### src/ampsb_pkg.sv
// register map, reset values and carrier types of the amp control block
package ampsb_pkg;
	localparam int unsigned ADDR_W = 4;
	localparam int unsigned DATA_W = 16;

	localparam logic [3:0] SLEW_SENSE_OFS   = 4'h0;
	localparam logic [3:0] PWR_CTRL_OFS     = 4'h1;
	localparam logic [3:0] SPEAKER_CONTROL_REG_OFS     = 4'h2;
	localparam logic [3:0] BOOST_CURRENT_LIMIT_OFS         = 4'h3;
	localparam logic [3:0] INFLECT_OFS      = 4'h4;
	localparam logic [3:0] SLOPE_OFS        = 4'h5;
	localparam logic [3:0] HYST_OFS         = 4'h6;
	localparam logic [3:0] ATTACK_OFS       = 4'h7;
	localparam logic [3:0] DECAY_OFS        = 4'h8;
	localparam logic [3:0] CEIL_MAX_OFS     = 4'h9;
	localparam logic [3:0] BROWNOUT_OFS     = 4'hA;
	localparam logic [3:0] TEMP_LIM_OFS     = 4'hB;
	localparam logic [3:0] INT_STATUS_OFS   = 4'hC;
	localparam logic [3:0] INT_MASK_OFS     = 4'hD;
	localparam logic [3:0] STATE_OFS        = 4'hE;

	localparam int unsigned SLEW_LSB        = 5;
	localparam int unsigned RANGE_LSB       = 3;
	localparam int unsigned DEVICE_POWER_FIELD_BIT     = 0;
	localparam int unsigned VSNS_OFF_BIT    = 1;
	localparam int unsigned ISNS_OFF_BIT    = 2;
	localparam int unsigned STYLE_BIT       = 4;
	localparam int unsigned TFB_BIT         = 0;
	localparam int unsigned ST_OVRC_BIT     = 0;
	localparam int unsigned ST_BROWN_BIT    = 1;

	localparam logic [2:0]  SLEW_RST        = 3'h4;
	localparam logic [2:0]  SLEW_MIN_CODE   = 3'h2;
	localparam logic [1:0]  RANGE_RST       = 2'h0;
	localparam logic [1:0]  RANGE_RESERVED  = 2'h3;
	localparam logic        STYLE_RST       = 1'b1;
	localparam logic [1:0]  BOOST_CURRENT_LIMIT_RST        = 2'h3;
	localparam logic [15:0] INFLECT_RST     = 16'h0E10;
	localparam logic [7:0]  SLOPE_RST       = 8'h10;
	localparam logic [15:0] HYST_RST        = 16'h0064;
	localparam logic [15:0] ATTACK_RST      = 16'h0032;
	localparam logic [15:0] DECAY_RST       = 16'h01F4;
	localparam logic [15:0] CEIL_MAX_RST    = 16'h2328;
	localparam logic [15:0] BROWNOUT_RST    = 16'h0A8C;
	localparam logic [15:0] TEMP_LIM_RST    = 16'h0069;

	localparam logic [15:0] VBAT_BOOST_MV   = 16'h0B54;
	localparam logic [15:0] BROWNOUT_MIN_MV = 16'h0A8C;
	localparam logic [15:0] HEADROOM_MV     = 16'h00C8;
	localparam logic [15:0] BOOST_MAX_MV    = 16'h2AF8;

	typedef struct packed {
		logic [3:0]  addr;
		logic [15:0] wdata;
		logic        wr;
		logic        rd;
	} ampsb_bus_type;

	typedef struct packed {
		logic [15:0] idata;
		logic [15:0] vdata;
	} ampsb_sense_type;

	typedef struct packed {
		logic        en;
		logic        bypass;
		logic [15:0] level;
		logic [1:0]  boost_current_limit;
	} ampsb_boost_type;
endpackage

### src/ampsb_ctrl.sv
// slew, sense, boost, battery guard and fault control of the amplifier
// What this block does
// - slew code 000/001 reserved, reset 100
// - sense range 1.25/1.5/1.75 A, 11 reserved
// - current sense off bit powers channel down
// - voltage sense off bit powers channel down
// - powered-down channel still sends zero samples
// - boost style 0 tracking, 1 on-off, reset 1
// - on-off boost or level just above need
// - look-ahead enables boost, else bypass it
// - guard attacks above ceiling, releases with hysteresis
// - ceiling flat above inflection, sloped below
// - battery below 2.9 V forces boost on while powered
// - brownout powers down, host re-powers
// - four boost current limits, 3 A at reset
// - over-current while powered shuts class-D down
// - over-current flag sticky until read or reset
// - masked-in over-current raises interrupt
// - thermal fold-back lowers gain above limit
module ampsb_ctrl
	import ampsb_pkg::*;
(
	// clock and reset
	input  wire logic            i_core_clk,
	input  wire logic            i_rst,
	// register port
	input  wire ampsb_bus_type   i_bus,
	output logic [15:0]          o_rdata,
	// analog monitors, millivolts and degrees
	input  wire logic [15:0]     i_vbat_mv,
	input  wire logic [15:0]     i_out_mv,
	input  wire logic [15:0]     i_peak_mv,
	input  wire logic [15:0]     i_die_temp,
	input  wire logic            i_overcurrent,
	// sense converter samples
	input  wire logic            i_sample_stb,
	input  wire ampsb_sense_type i_sense,
	output ampsb_sense_type      o_sense,
	output logic                 o_sample_vld,
	output logic                 o_isense_pwr,
	output logic                 o_vsense_pwr,
	output logic [1:0]           o_isense_range,
	// power stage
	output logic [2:0]           o_slew_code,
	output ampsb_boost_type      o_boost,
	output logic                 o_classd_en,
	output logic [7:0]           o_gain_atten,
	// interrupt
	output logic                 o_irq
);

	typedef struct packed {
		logic [2:0]  slew;
		logic [1:0]  range;
		logic        device_power_field;
		logic        isns_off;
		logic        vsns_off;
		logic        style;
		logic        tfb_en;
		logic [1:0]  boost_current_limit;
		logic [15:0] inflect;
		logic [7:0]  slope;
		logic [15:0] hyst;
		logic [15:0] attack_per;
		logic [15:0] decay_per;
		logic [15:0] ceil_max;
		logic [15:0] bo_thr;
		logic [15:0] temp_lim;
		logic [1:0]  status;
		logic [1:0]  mask;
		logic [7:0]  bg_att;
		logic [7:0]  th_att;
		logic [15:0] bg_tmr;
		logic [15:0] th_tmr;
		ampsb_sense_type sense;
		logic        smp_vld;
		logic        boost_on;
		logic [15:0] blevel;
		logic [15:0] rdata;
	} ampsb_state_type;

	ampsb_state_type s_q;
	ampsb_state_type s_d;

	logic [15:0] diff_mv;
	logic [23:0] drop_prod;
	logic [19:0] drop_mv;
	logic [15:0] ceiling_mv;
	logic [15:0] need_base;
	logic [16:0] need_mv;
	logic [15:0] bo_eff;
	logic        force_boost;
	logic        boost_req;
	logic        brownout;
	logic        oc_fault;
	logic        over_ceil;
	logic        below_rel;
	logic        too_hot;
	logic [8:0]  att_sum;
	logic        wr_hit;
	logic [3:0]  a;

	// battery-dependent output ceiling
	always_comb begin
		diff_mv   = (i_vbat_mv < s_q.inflect) ? s_q.inflect - i_vbat_mv
			: 16'h0000;
		drop_prod = diff_mv * s_q.slope;
		drop_mv   = drop_prod[23:4];
		// a steep slope may pull the ceiling all the way to zero
		if (drop_mv >= {4'h0, s_q.ceil_max}) begin
			ceiling_mv = 16'h0000;
		end else begin
			ceiling_mv = s_q.ceil_max - drop_mv[15:0];
		end
	end

	// look-ahead demand and fault detection
	always_comb begin
		need_base   = (i_peak_mv > i_out_mv) ? i_peak_mv : i_out_mv;
		need_mv     = {1'b0, need_base} + {1'b0, HEADROOM_MV};
		force_boost = i_vbat_mv < VBAT_BOOST_MV;
		boost_req   = s_q.device_power_field
			& (force_boost | (need_mv >= {1'b0, i_vbat_mv}));
		// the threshold in use cannot go below the documented floor; the register keeps the written value
		bo_eff      = (s_q.bo_thr < BROWNOUT_MIN_MV) ? BROWNOUT_MIN_MV
			: s_q.bo_thr;
		brownout    = s_q.device_power_field & (i_vbat_mv < bo_eff);
		oc_fault    = s_q.device_power_field & i_overcurrent;
		over_ceil   = i_out_mv > ceiling_mv;
		below_rel   = ({1'b0, i_out_mv} + {1'b0, s_q.hyst})
			< {1'b0, ceiling_mv};
		too_hot     = s_q.tfb_en & (i_die_temp > s_q.temp_lim);
		att_sum     = {1'b0, s_q.bg_att} + {1'b0, s_q.th_att};
		wr_hit      = i_bus.wr;
		a           = i_bus.addr;
	end

	// next state
	always_comb begin
		s_d         = s_q;
		s_d.smp_vld = 1'b0;

		// register writes
		if (wr_hit) begin
			case (a)
				SLEW_SENSE_OFS: begin
					// reserved codes are dropped, old setting stays
					if (i_bus.wdata[SLEW_LSB +: 3] >= SLEW_MIN_CODE) begin
						s_d.slew = i_bus.wdata[SLEW_LSB +: 3];
					end
					if (i_bus.wdata[RANGE_LSB +: 2] != RANGE_RESERVED) begin
						s_d.range = i_bus.wdata[RANGE_LSB +: 2];
					end
				end
				PWR_CTRL_OFS: begin
					s_d.device_power_field  = i_bus.wdata[DEVICE_POWER_FIELD_BIT];
					s_d.isns_off = i_bus.wdata[ISNS_OFF_BIT];
					s_d.vsns_off = i_bus.wdata[VSNS_OFF_BIT];
				end
				SPEAKER_CONTROL_REG_OFS: begin
					s_d.style  = i_bus.wdata[STYLE_BIT];
					s_d.tfb_en = i_bus.wdata[TFB_BIT];
				end
				BOOST_CURRENT_LIMIT_OFS:     s_d.boost_current_limit       = i_bus.wdata[1:0];
				INFLECT_OFS:  s_d.inflect    = i_bus.wdata;
				SLOPE_OFS:    s_d.slope      = i_bus.wdata[7:0];
				HYST_OFS:     s_d.hyst       = i_bus.wdata;
				ATTACK_OFS:   s_d.attack_per = i_bus.wdata;
				DECAY_OFS:    s_d.decay_per  = i_bus.wdata;
				CEIL_MAX_OFS: s_d.ceil_max   = i_bus.wdata;
				BROWNOUT_OFS: s_d.bo_thr     = i_bus.wdata;
				TEMP_LIM_OFS: s_d.temp_lim   = i_bus.wdata;
				INT_MASK_OFS: s_d.mask       = i_bus.wdata[1:0];
				default: begin
				end
			endcase
		end

		// reads answer next cycle; the status read clears its flags
		s_d.rdata = 16'h0000;
		if (i_bus.rd) begin
			case (a)
				SLEW_SENSE_OFS: begin
					s_d.rdata[SLEW_LSB +: 3]  = s_q.slew;
					s_d.rdata[RANGE_LSB +: 2] = s_q.range;
				end
				PWR_CTRL_OFS: begin
					s_d.rdata[DEVICE_POWER_FIELD_BIT]  = s_q.device_power_field;
					s_d.rdata[ISNS_OFF_BIT] = s_q.isns_off;
					s_d.rdata[VSNS_OFF_BIT] = s_q.vsns_off;
				end
				SPEAKER_CONTROL_REG_OFS: begin
					s_d.rdata[STYLE_BIT] = s_q.style;
					s_d.rdata[TFB_BIT]   = s_q.tfb_en;
				end
				BOOST_CURRENT_LIMIT_OFS:     s_d.rdata[1:0] = s_q.boost_current_limit;
				INFLECT_OFS:  s_d.rdata      = s_q.inflect;
				SLOPE_OFS:    s_d.rdata[7:0] = s_q.slope;
				HYST_OFS:     s_d.rdata      = s_q.hyst;
				ATTACK_OFS:   s_d.rdata      = s_q.attack_per;
				DECAY_OFS:    s_d.rdata      = s_q.decay_per;
				CEIL_MAX_OFS: s_d.rdata      = s_q.ceil_max;
				BROWNOUT_OFS: s_d.rdata      = s_q.bo_thr;
				TEMP_LIM_OFS: s_d.rdata      = s_q.temp_lim;
				INT_STATUS_OFS: begin
					s_d.rdata[1:0] = s_q.status;
					s_d.status     = 2'h0;
				end
				INT_MASK_OFS: s_d.rdata[1:0] = s_q.mask;
				STATE_OFS: begin
					s_d.rdata[15:8] = o_gain_atten;
					s_d.rdata[1]    = s_q.boost_on;
					s_d.rdata[0]    = s_q.device_power_field;
				end
				default: begin
				end
			endcase
		end

		// faults: power goes down and stays down until the host
		// writes the power field again; set is applied after clear
		if (oc_fault) begin
			s_d.device_power_field              = 1'b0;
			s_d.status[ST_OVRC_BIT]  = 1'b1;
		end
		if (brownout) begin
			s_d.device_power_field              = 1'b0;
			s_d.status[ST_BROWN_BIT] = 1'b1;
		end

		// boost on/off and target level
		s_d.boost_on = boost_req;
		if (s_q.style) begin
			s_d.blevel = BOOST_MAX_MV;
		end else if (need_mv[16]) begin
			s_d.blevel = 16'hFFFF;
		end else begin
			s_d.blevel = need_mv[15:0];
		end

		// battery guard: one step per attack or decay period
		if (over_ceil) begin
			if (s_q.bg_tmr >= s_q.attack_per) begin
				s_d.bg_tmr = 16'h0000;
				if (s_q.bg_att != 8'hFF) begin
					s_d.bg_att = s_q.bg_att + 8'h01;
				end
			end else begin
				s_d.bg_tmr = s_q.bg_tmr + 16'h0001;
			end
		end else if (below_rel && s_q.bg_att != 8'h00) begin
			if (s_q.bg_tmr >= s_q.decay_per) begin
				s_d.bg_tmr = 16'h0000;
				s_d.bg_att = s_q.bg_att - 8'h01;
			end else begin
				s_d.bg_tmr = s_q.bg_tmr + 16'h0001;
			end
		end else begin
			s_d.bg_tmr = 16'h0000;
		end

		// thermal fold-back shares the attack and decay pacing
		if (too_hot) begin
			if (s_q.th_tmr >= s_q.attack_per) begin
				s_d.th_tmr = 16'h0000;
				if (s_q.th_att != 8'hFF) begin
					s_d.th_att = s_q.th_att + 8'h01;
				end
			end else begin
				s_d.th_tmr = s_q.th_tmr + 16'h0001;
			end
		end else if (s_q.th_att != 8'h00) begin
			if (s_q.th_tmr >= s_q.decay_per) begin
				s_d.th_tmr = 16'h0000;
				s_d.th_att = s_q.th_att - 8'h01;
			end else begin
				s_d.th_tmr = s_q.th_tmr + 16'h0001;
			end
		end else begin
			s_d.th_tmr = 16'h0000;
		end

		// sample slots keep coming; muted channels carry zeros
		if (i_sample_stb) begin
			s_d.smp_vld     = 1'b1;
			s_d.sense.idata = s_q.isns_off ? 16'h0000
				: i_sense.idata;
			s_d.sense.vdata = s_q.vsns_off ? 16'h0000
				: i_sense.vdata;
		end
	end

	always_ff @(posedge i_core_clk or posedge i_rst) begin
		if (i_rst) begin
			s_q            <= '0;
			s_q.slew       <= SLEW_RST;
			s_q.range      <= RANGE_RST;
			s_q.style      <= STYLE_RST;
			s_q.boost_current_limit       <= BOOST_CURRENT_LIMIT_RST;
			s_q.inflect    <= INFLECT_RST;
			s_q.slope      <= SLOPE_RST;
			s_q.hyst       <= HYST_RST;
			s_q.attack_per <= ATTACK_RST;
			s_q.decay_per  <= DECAY_RST;
			s_q.ceil_max   <= CEIL_MAX_RST;
			s_q.bo_thr     <= BROWNOUT_RST;
			s_q.temp_lim   <= TEMP_LIM_RST;
		end else begin
			s_q <= s_d;
		end
	end

	// outputs
	assign o_rdata        = s_q.rdata;
	assign o_sense        = s_q.sense;
	assign o_sample_vld   = s_q.smp_vld;
	assign o_isense_pwr   = ~s_q.isns_off;
	assign o_vsense_pwr   = ~s_q.vsns_off;
	assign o_isense_range = s_q.range;
	assign o_slew_code    = s_q.slew;
	assign o_boost.en     = s_q.boost_on;
	assign o_boost.bypass = ~s_q.boost_on;
	assign o_boost.level  = s_q.blevel;
	assign o_boost.boost_current_limit   = s_q.boost_current_limit;
	assign o_classd_en    = s_q.device_power_field;
	assign o_gain_atten   = att_sum[8] ? 8'hFF : att_sum[7:0];
	assign o_irq          = |(s_q.status & s_q.mask);
endmodule

### config.mk
export PLATFORM = sky130hd
export DESIGN_NAME = ampsb_ctrl
export DESIGN_NICKNAME = d
export VERILOG_FILES = /design/src/ampsb_pkg.sv /design/src/ampsb_ctrl.sv
export SDC_FILE = /design/constraint.sdc
export NUM_CORES = 1
export LEC_CHECK = 0
export ABC_CLOCK_PERIOD_IN_PS = 11200
export BUFFER_PORTS_ARGS = -buffer_cell sky130_fd_sc_hd__buf_2
export CORE_ASPECT_RATIO = 0.8
export CORE_MARGIN = 5
export CORE_UTILIZATION = 56
export DETAILED_ROUTE_END_ITERATION = 6
export GPL_ROUTABILITY_DRIVEN = 0
export PLACE_DENSITY = 0.91
export SETUP_SLACK_MARGIN = 0.5
export SLEW_MARGIN = 20
export SYNTH_ARGS = -nofsm -noshare
export SYNTH_HDL_FRONTEND = slang
export SYNTH_SLANG_ARGS = --single-unit
### constraint.sdc
create_clock -name i_core_clk -period 11.2 [get_ports i_core_clk]
set_input_delay 0.56 -clock i_core_clk [delete_from_list [all_inputs] [get_ports i_core_clk]]
set_output_delay 0.56 -clock i_core_clk [all_outputs]
set_load 0.03 [all_outputs]
# Word-level counts from Yosys, hierarchy flattened
# Cells that the tools add are included.
# op_classes
n_addsub	11
mul	1
order_cmp	15
eq_ne	21
muxes	54
n_bitwise	9
reduce_logical	35
# ops
operator	n
2-to-1 mux 16 bit	24
2-to-1 mux 127 bit	1
2-to-1 mux 8 bit	12
>= comparator 16 bit	4
case mux 8 bit (8 select lines)	1
greater-than comparator 16 bit	3
adder 16 x 1 -> 16 bit, second input constant	2
less-than comparator 16 x 12 -> 1 bit, second input constant	2
less-than comparator 16 bit	2
subtractor 16 bit	2
AND reduction 2 bit	15
== test 4 bit, second input constant	7
case mux 3 bit (9 select lines)	1
case mux 1 bit (13 select lines)	2
multiplier 16 x 8 -> 24 bit	1
>= comparator 20 x 16 -> 1 bit	1
case mux 1 bit (9 select lines)	2
adder 16 x 16 -> 17 bit	1
adder 16 x 8 -> 17 bit, second input constant	1
>= comparator 17 x 16 -> 1 bit	1
less-than comparator 17 x 16 -> 1 bit	1
adder 8 x 1 -> 8 bit, second input constant	2
== test 4 x 3 -> 1 bit, second input constant	4
!= test 8 bit, second input constant	2
23 further kinds	52
# word_totals
regBits	250
inputBits	122
out_inout_bits	86
wordCells	175

# Depth between registers and ports, before layout
# logic_depth
word_depth	9
depth_mapped	57

# Worst setup path after synthesis
# OpenSTA, ideal clock, no wires.
# synth_path
path_type	input to register
startpoint	in i_vbat_mv[0]
endpoint	reg s_q[113] in the netlist's numbering
arrival_ps	10997
t_required_ps	11073
path_slack_ps	75
path_stages	50
n_path_buf	2
path_cell_list	ha_1 > inv_1 > fa_1 > nand3_1 > a21oi_1 > or3_1 > a21oi_1 > o21bai_1 > o41ai_1 > clkbuf_1 > nor2_1 > and2_1 > fa_1 > fa_1 > fa_1 > inv_1 > fa_1 > inv_1 > (+14 left out) > clkbuf_1 > nand2_1 > ha_1 > a21o_1 > a21oi_1 > o211ai_1 > a211oi_1 > a211oi_1 > nand2_1 > ha_1 > a21o_1 > a21oi_1 > o21bai_1 > a21oi_1 > o21ai_0 > inv_1 > and4b_1 > o2bb2ai_1
# synth_via
elab_chain_len	9
elab_cells_between_ends	16
cone_classes	add/sub: 2; mul: 1; order compare: 4; eq/ne: 2; mux: 3; reduce/logical: 4
# synth_lines
element	line	source
from (decl)	ampsb_ctrl.sv:30	input wire logic [15:0] i_vbat_mv,
subtractor 16 bit or less-than comparator 16 bit (tied branches)	ampsb_ctrl.sv:105	diff_mv = (i_vbat_mv < s_q.inflect) ? s_q.inflect - i_vbat_mv
2-to-1 mux 16 bit *	ampsb_ctrl.sv:105	
multiplier 16 x 8 -> 24 bit *	ampsb_ctrl.sv:107	drop_prod = diff_mv * s_q.slope;
subtractor 16 bit or >= comparator 20 x 16 -> 1 bit (tied branches)	ampsb_ctrl.sv:113, ampsb_ctrl.sv:110	
2-to-1 mux 16 bit *	ampsb_ctrl.sv:110	if (drop_mv >= {4'h0, s_q.ceil_max}) begin
less-than comparator 17 x 16 -> 1 bit	ampsb_ctrl.sv:131	< {1'b0, ceiling_mv};
logical AND 1 bit	ampsb_ctrl.sv:251	end else if (below_rel && s_q.bg_att != 8'h00) begin
nonzero test 2 bit (no source line)	--	
AND reduction 4 bit (no source line)	--	
to (decl)	ampsb_ctrl.sv:82	ampsb_state_type s_q;
# Every way passes the cells marked *; elsewhere a longest branch is shown, timed or not.
# A chain may end at the register's enable or synchronous reset.

# Worst setup path in the final report
# layout_path
startpoint	reg s_q[222] in the netlist's numbering
endpoint	reg s_q[112] in the netlist's numbering
# layout_via
elab_chain_len	9
elab_cells_between_ends	16
cone_classes	add/sub: 2; mul: 1; order compare: 4; eq/ne: 2; mux: 3; reduce/logical: 4
# layout_lines
element	line
subtractor 16 bit or less-than comparator 16 bit (tied branches)	ampsb_ctrl.sv:105
2-to-1 mux 16 bit *	ampsb_ctrl.sv:105
multiplier 16 x 8 -> 24 bit *	ampsb_ctrl.sv:107
subtractor 16 bit or >= comparator 20 x 16 -> 1 bit (tied branches)	ampsb_ctrl.sv:113, ampsb_ctrl.sv:110
2-to-1 mux 16 bit *	ampsb_ctrl.sv:110
less-than comparator 17 x 16 -> 1 bit	ampsb_ctrl.sv:131
logical AND 1 bit	ampsb_ctrl.sv:251
nonzero test 2 bit (no source line)	--
AND reduction 4 bit (no source line)	--
# Marks and branches as above.

==> out/metrics.yaml <==
setup_path:
  crit_slowest_cell: "fa_1"
  crit_path_max_fanout: 7
  crit_type: "register to register"
  worstPathArrival_ns: 11.63
  endpoint_kind: "register"
  critical_path.most_common_cell: "fa_1"
  cp_slowest_stage_delay_ns: 0.53
  crit_path_start_kind: "register"
  worstPathRequired_ns: 11.64
route:
  drtIter0Drc: 3181
  wirelength_mm: 77.3
  vias: 21100
  vias_per_cell: 6.64
  postRouteAntennaNets: 0
  wire_per_inst_um: 24.4
  drcViolationCount: 1
  drtPass1Iterations: 7
global_route:
  busiest_layer: "met2"
  grt.overflow.total: 0
  met3_usage_pct: 11.2
  met1_usage_pct: 39.7
  gr-usage-met2_pct: 48.1
  grt_pass1_vias: 21000
  grt_max_degree: 124
  track_usage_pct: 31.2
  grt_pass1_wl_mm: 114
  antenna_found_initial: 9
sta:
  setup_viol: 0
  skew_ns: 0.0127
  rsz0062_at_grt: "yes"
  period_share_pct: 99.9
  hold_viol_final: 0
  max-slew-margin-rel_pct: 32.3
  slew_violations: 0
  period_needed_ns: 11.19
  clock.fmax_mhz: 89.4
  worstMarginPinSlew_ns: 1.01
yosys:
  synth.distinct_cells: 87
  yosysSeqAreaShare_pct: 27.3
  ys_warn_count: 0
  ys.flop_type: "dfrtp_1"
  syn_area_um2: 23100
  synth_edf_count: 0
  synth_fp_nets: 2927
  syn_area_per_cell_um2: 9.51
  async_flop_share_pct: 100
  ys_ff_latch: 250
  netlist_instances: 2430
clock_tree:
  cts_made_buffers: 26
  clkTransAtPathRegs_ns: 0.06
  tritoncts: "done"
  ctsHoldBuffers: 0
  clk_latency_ns: 0.56
  htreeDepth: 1
  cts_buffer_depth: 3
  root_buffer: "clkbuf_16"
  cts.sinks: 250
floorplan:
  dieArea_um2: 45400
  num_rows: 66
  die_width_um: 237
  initial_core_util_pct: 56.7
  core_area_um2: 40700
  die_y_um: 192
  io_pins: 208
placement:
  dp.cells: 3078
  numPortBuffers: 207
  hpwl_mm: 56.6
status:
  status: "finished with violations"
  failed_checks: "design-rule violations"
hold_path:
  hp-class: "input pin to asynchronous set/reset pin"
final_layout:
  final_cells: 3174
  nets: 3103
  nFillCells: 2792
  syn_to_final_growth_pct: 14.9
  drive_gt1_share_pct: 26.5
flow_run:
  maxCapViolations: 0
-- cell families (layout without fill, tap and decap cells) --
group	after synthesis	count (layout)	share of synthesized area, %
AO/OA/AOI/OAI	499	499	15.3
XOR/XNOR	105	105	3.98
adder cells (fa/ha/maj)	375	375	23.2
buffers and inverters	390	586	7.57
flip-flops	250	250	27.3
multiplexers	160	160	7.75
other	0	4	0
AND/OR/NAND/NOR	651	651	14.9
-- routing by layer --
metal  routed length, um  vias to the layer above
met5                  72                        -
met4                5240                       12
met3               11200                      502
met2               33000                     1713
met1               27800                     9993
li1                    -                     8848
-- sequential cells by signal, indices dropped and copies added (netlist names) --
name            flops
s_q               176
o_sense            32
o_boost            19
o_rdata            16
o_slew_code         3
o_isense_range      2
o_classd_en         1
o_sample_vld        1
-- metrics by stage --
stage	hold slack, ns	setup WS (ns)	util [%]	TNS, ns	area (um2)
after floorplan	0.447	0.531	-	0	23300
after global placement	0.482	0.156	60.0	0	24400
after detailed placement	0.509	-0.301	60.0	-0.721	24400
after CTS	0.205	0.502	62.8	0	25500
after global routing	0.230	-0.216	65.2	-0.531	26500
final	0.168	0.0107	65.2	0	26500
-- worst paths after layout --
check                            start     endpoint  slack [ns]  cells after the start
max reg2reg                   s_q[222]     s_q[112]        0.01                     52
max                           s_q[222]     s_q[112]        0.01                     52
min reg2reg                 o_boost[0]   o_boost[0]        0.51                      2
min                              i_rst  o_sense[23]        0.17                      2
min in group i_core_clk    i_sense[27]  o_sense[27]        0.24                      2
max in group asynchronous        i_rst     s_q[149]        8.84                      4
-- Yosys cell counts (10+ instances only) --
master | count | area, um2
nor3_1 | 26 | 130
o21ai_0 | 80 | 400
a22o_1 | 22 | 193
inv_1 | 257 | 965
nor2b_1 | 59 | 369
a221oi_1 | 23 | 201
dfstp_2 | 35 | 920
ha_1 | 285 | 3570
nand3_1 | 51 | 255
a21oi_1 | 99 | 495
nor2_1 | 124 | 465
nand4_1 | 41 | 257
and3_1 | 24 | 150
a31oi_1 | 24 | 150
a21o_1 | 61 | 458
a211oi_1 | 19 | 143
and2_1 | 91 | 569
fa_1 | 90 | 1800
a222oi_1 | 10 | 100
nand2_1 | 144 | 541
clkbuf_1 | 49 | 184
a31o_2 | 33 | 289
o21a_1 | 22 | 165
xor2_1 | 41 | 359
mux2i_1 | 24 | 240
o21bai_1 | 14 | 105
o211ai_1 | 18 | 135
nand2b_1 | 28 | 175
buf_4 | 72 | 541
mux2_2 | 129 | 1450
xnor2_1 | 64 | 561
dfrtp_1 | 215 | 5380
o31ai_1 | 12 | 90.1
-- critical path: cells and delay by family, from the launching register on --
family,cells,cell delay (ns)
AOI/OAI and AO/OA,15,2.74
xor gates and xnor gates,2,0.17
adders and majority gates,10,3.75
buffers and inverters,10,1.25
DFF,1,0.39
muxes,2,0.40
and+or+nand+nor,13,2.34
-- layout by cell type (no fill, tap or decap), types with 41 or more instances in the layout --
master,Yosys,layout
nand3_1,51,49
buf_2,3,207
dfrtp_1,215,214
o21ai_0,80,69
xnor2_1,64,62
a21oi_1,99,81
and2_1,91,83
inv_1,257,248
nor2b_1,59,58
buf_4,72,61
mux2_2,129,129
fa_1,90,85
a21o_1,61,61
nand2_1,144,135
ha_1,285,252
nand4_1,41,41
nor2_1,124,110
-- timing repair --
item | CTS | global route
cloned | 0 | 1
buffers inserted | 13 | 30
pin swaps | 21 | 87
resized for setup | 30 | 147
endpoints found under the setup margin | 24 | 24
-- layout make-up --
| class | instances | area (um2) | share of cell area (%) |
|---|---|---|---|
| multi-input cells | 1790 | 16000 | 60.2 |
| well taps | 544 | 681 | 2.56 |
| repair buffers | 279 | 1680 | 6.33 |
| diodes | 4 | 10.0 | 0.0377 |
| flip-flops and latches | 250 | 6300 | 23.7 |
| clock inverters | 13 | 171 | 0.646 |
| inverters | 259 | 980 | 3.69 |
| clock buffers | 35 | 734 | 2.77 |
Power is not shown: default switching activity piles up to over one toggle a cycle in this logic, so the estimate is an artifact.
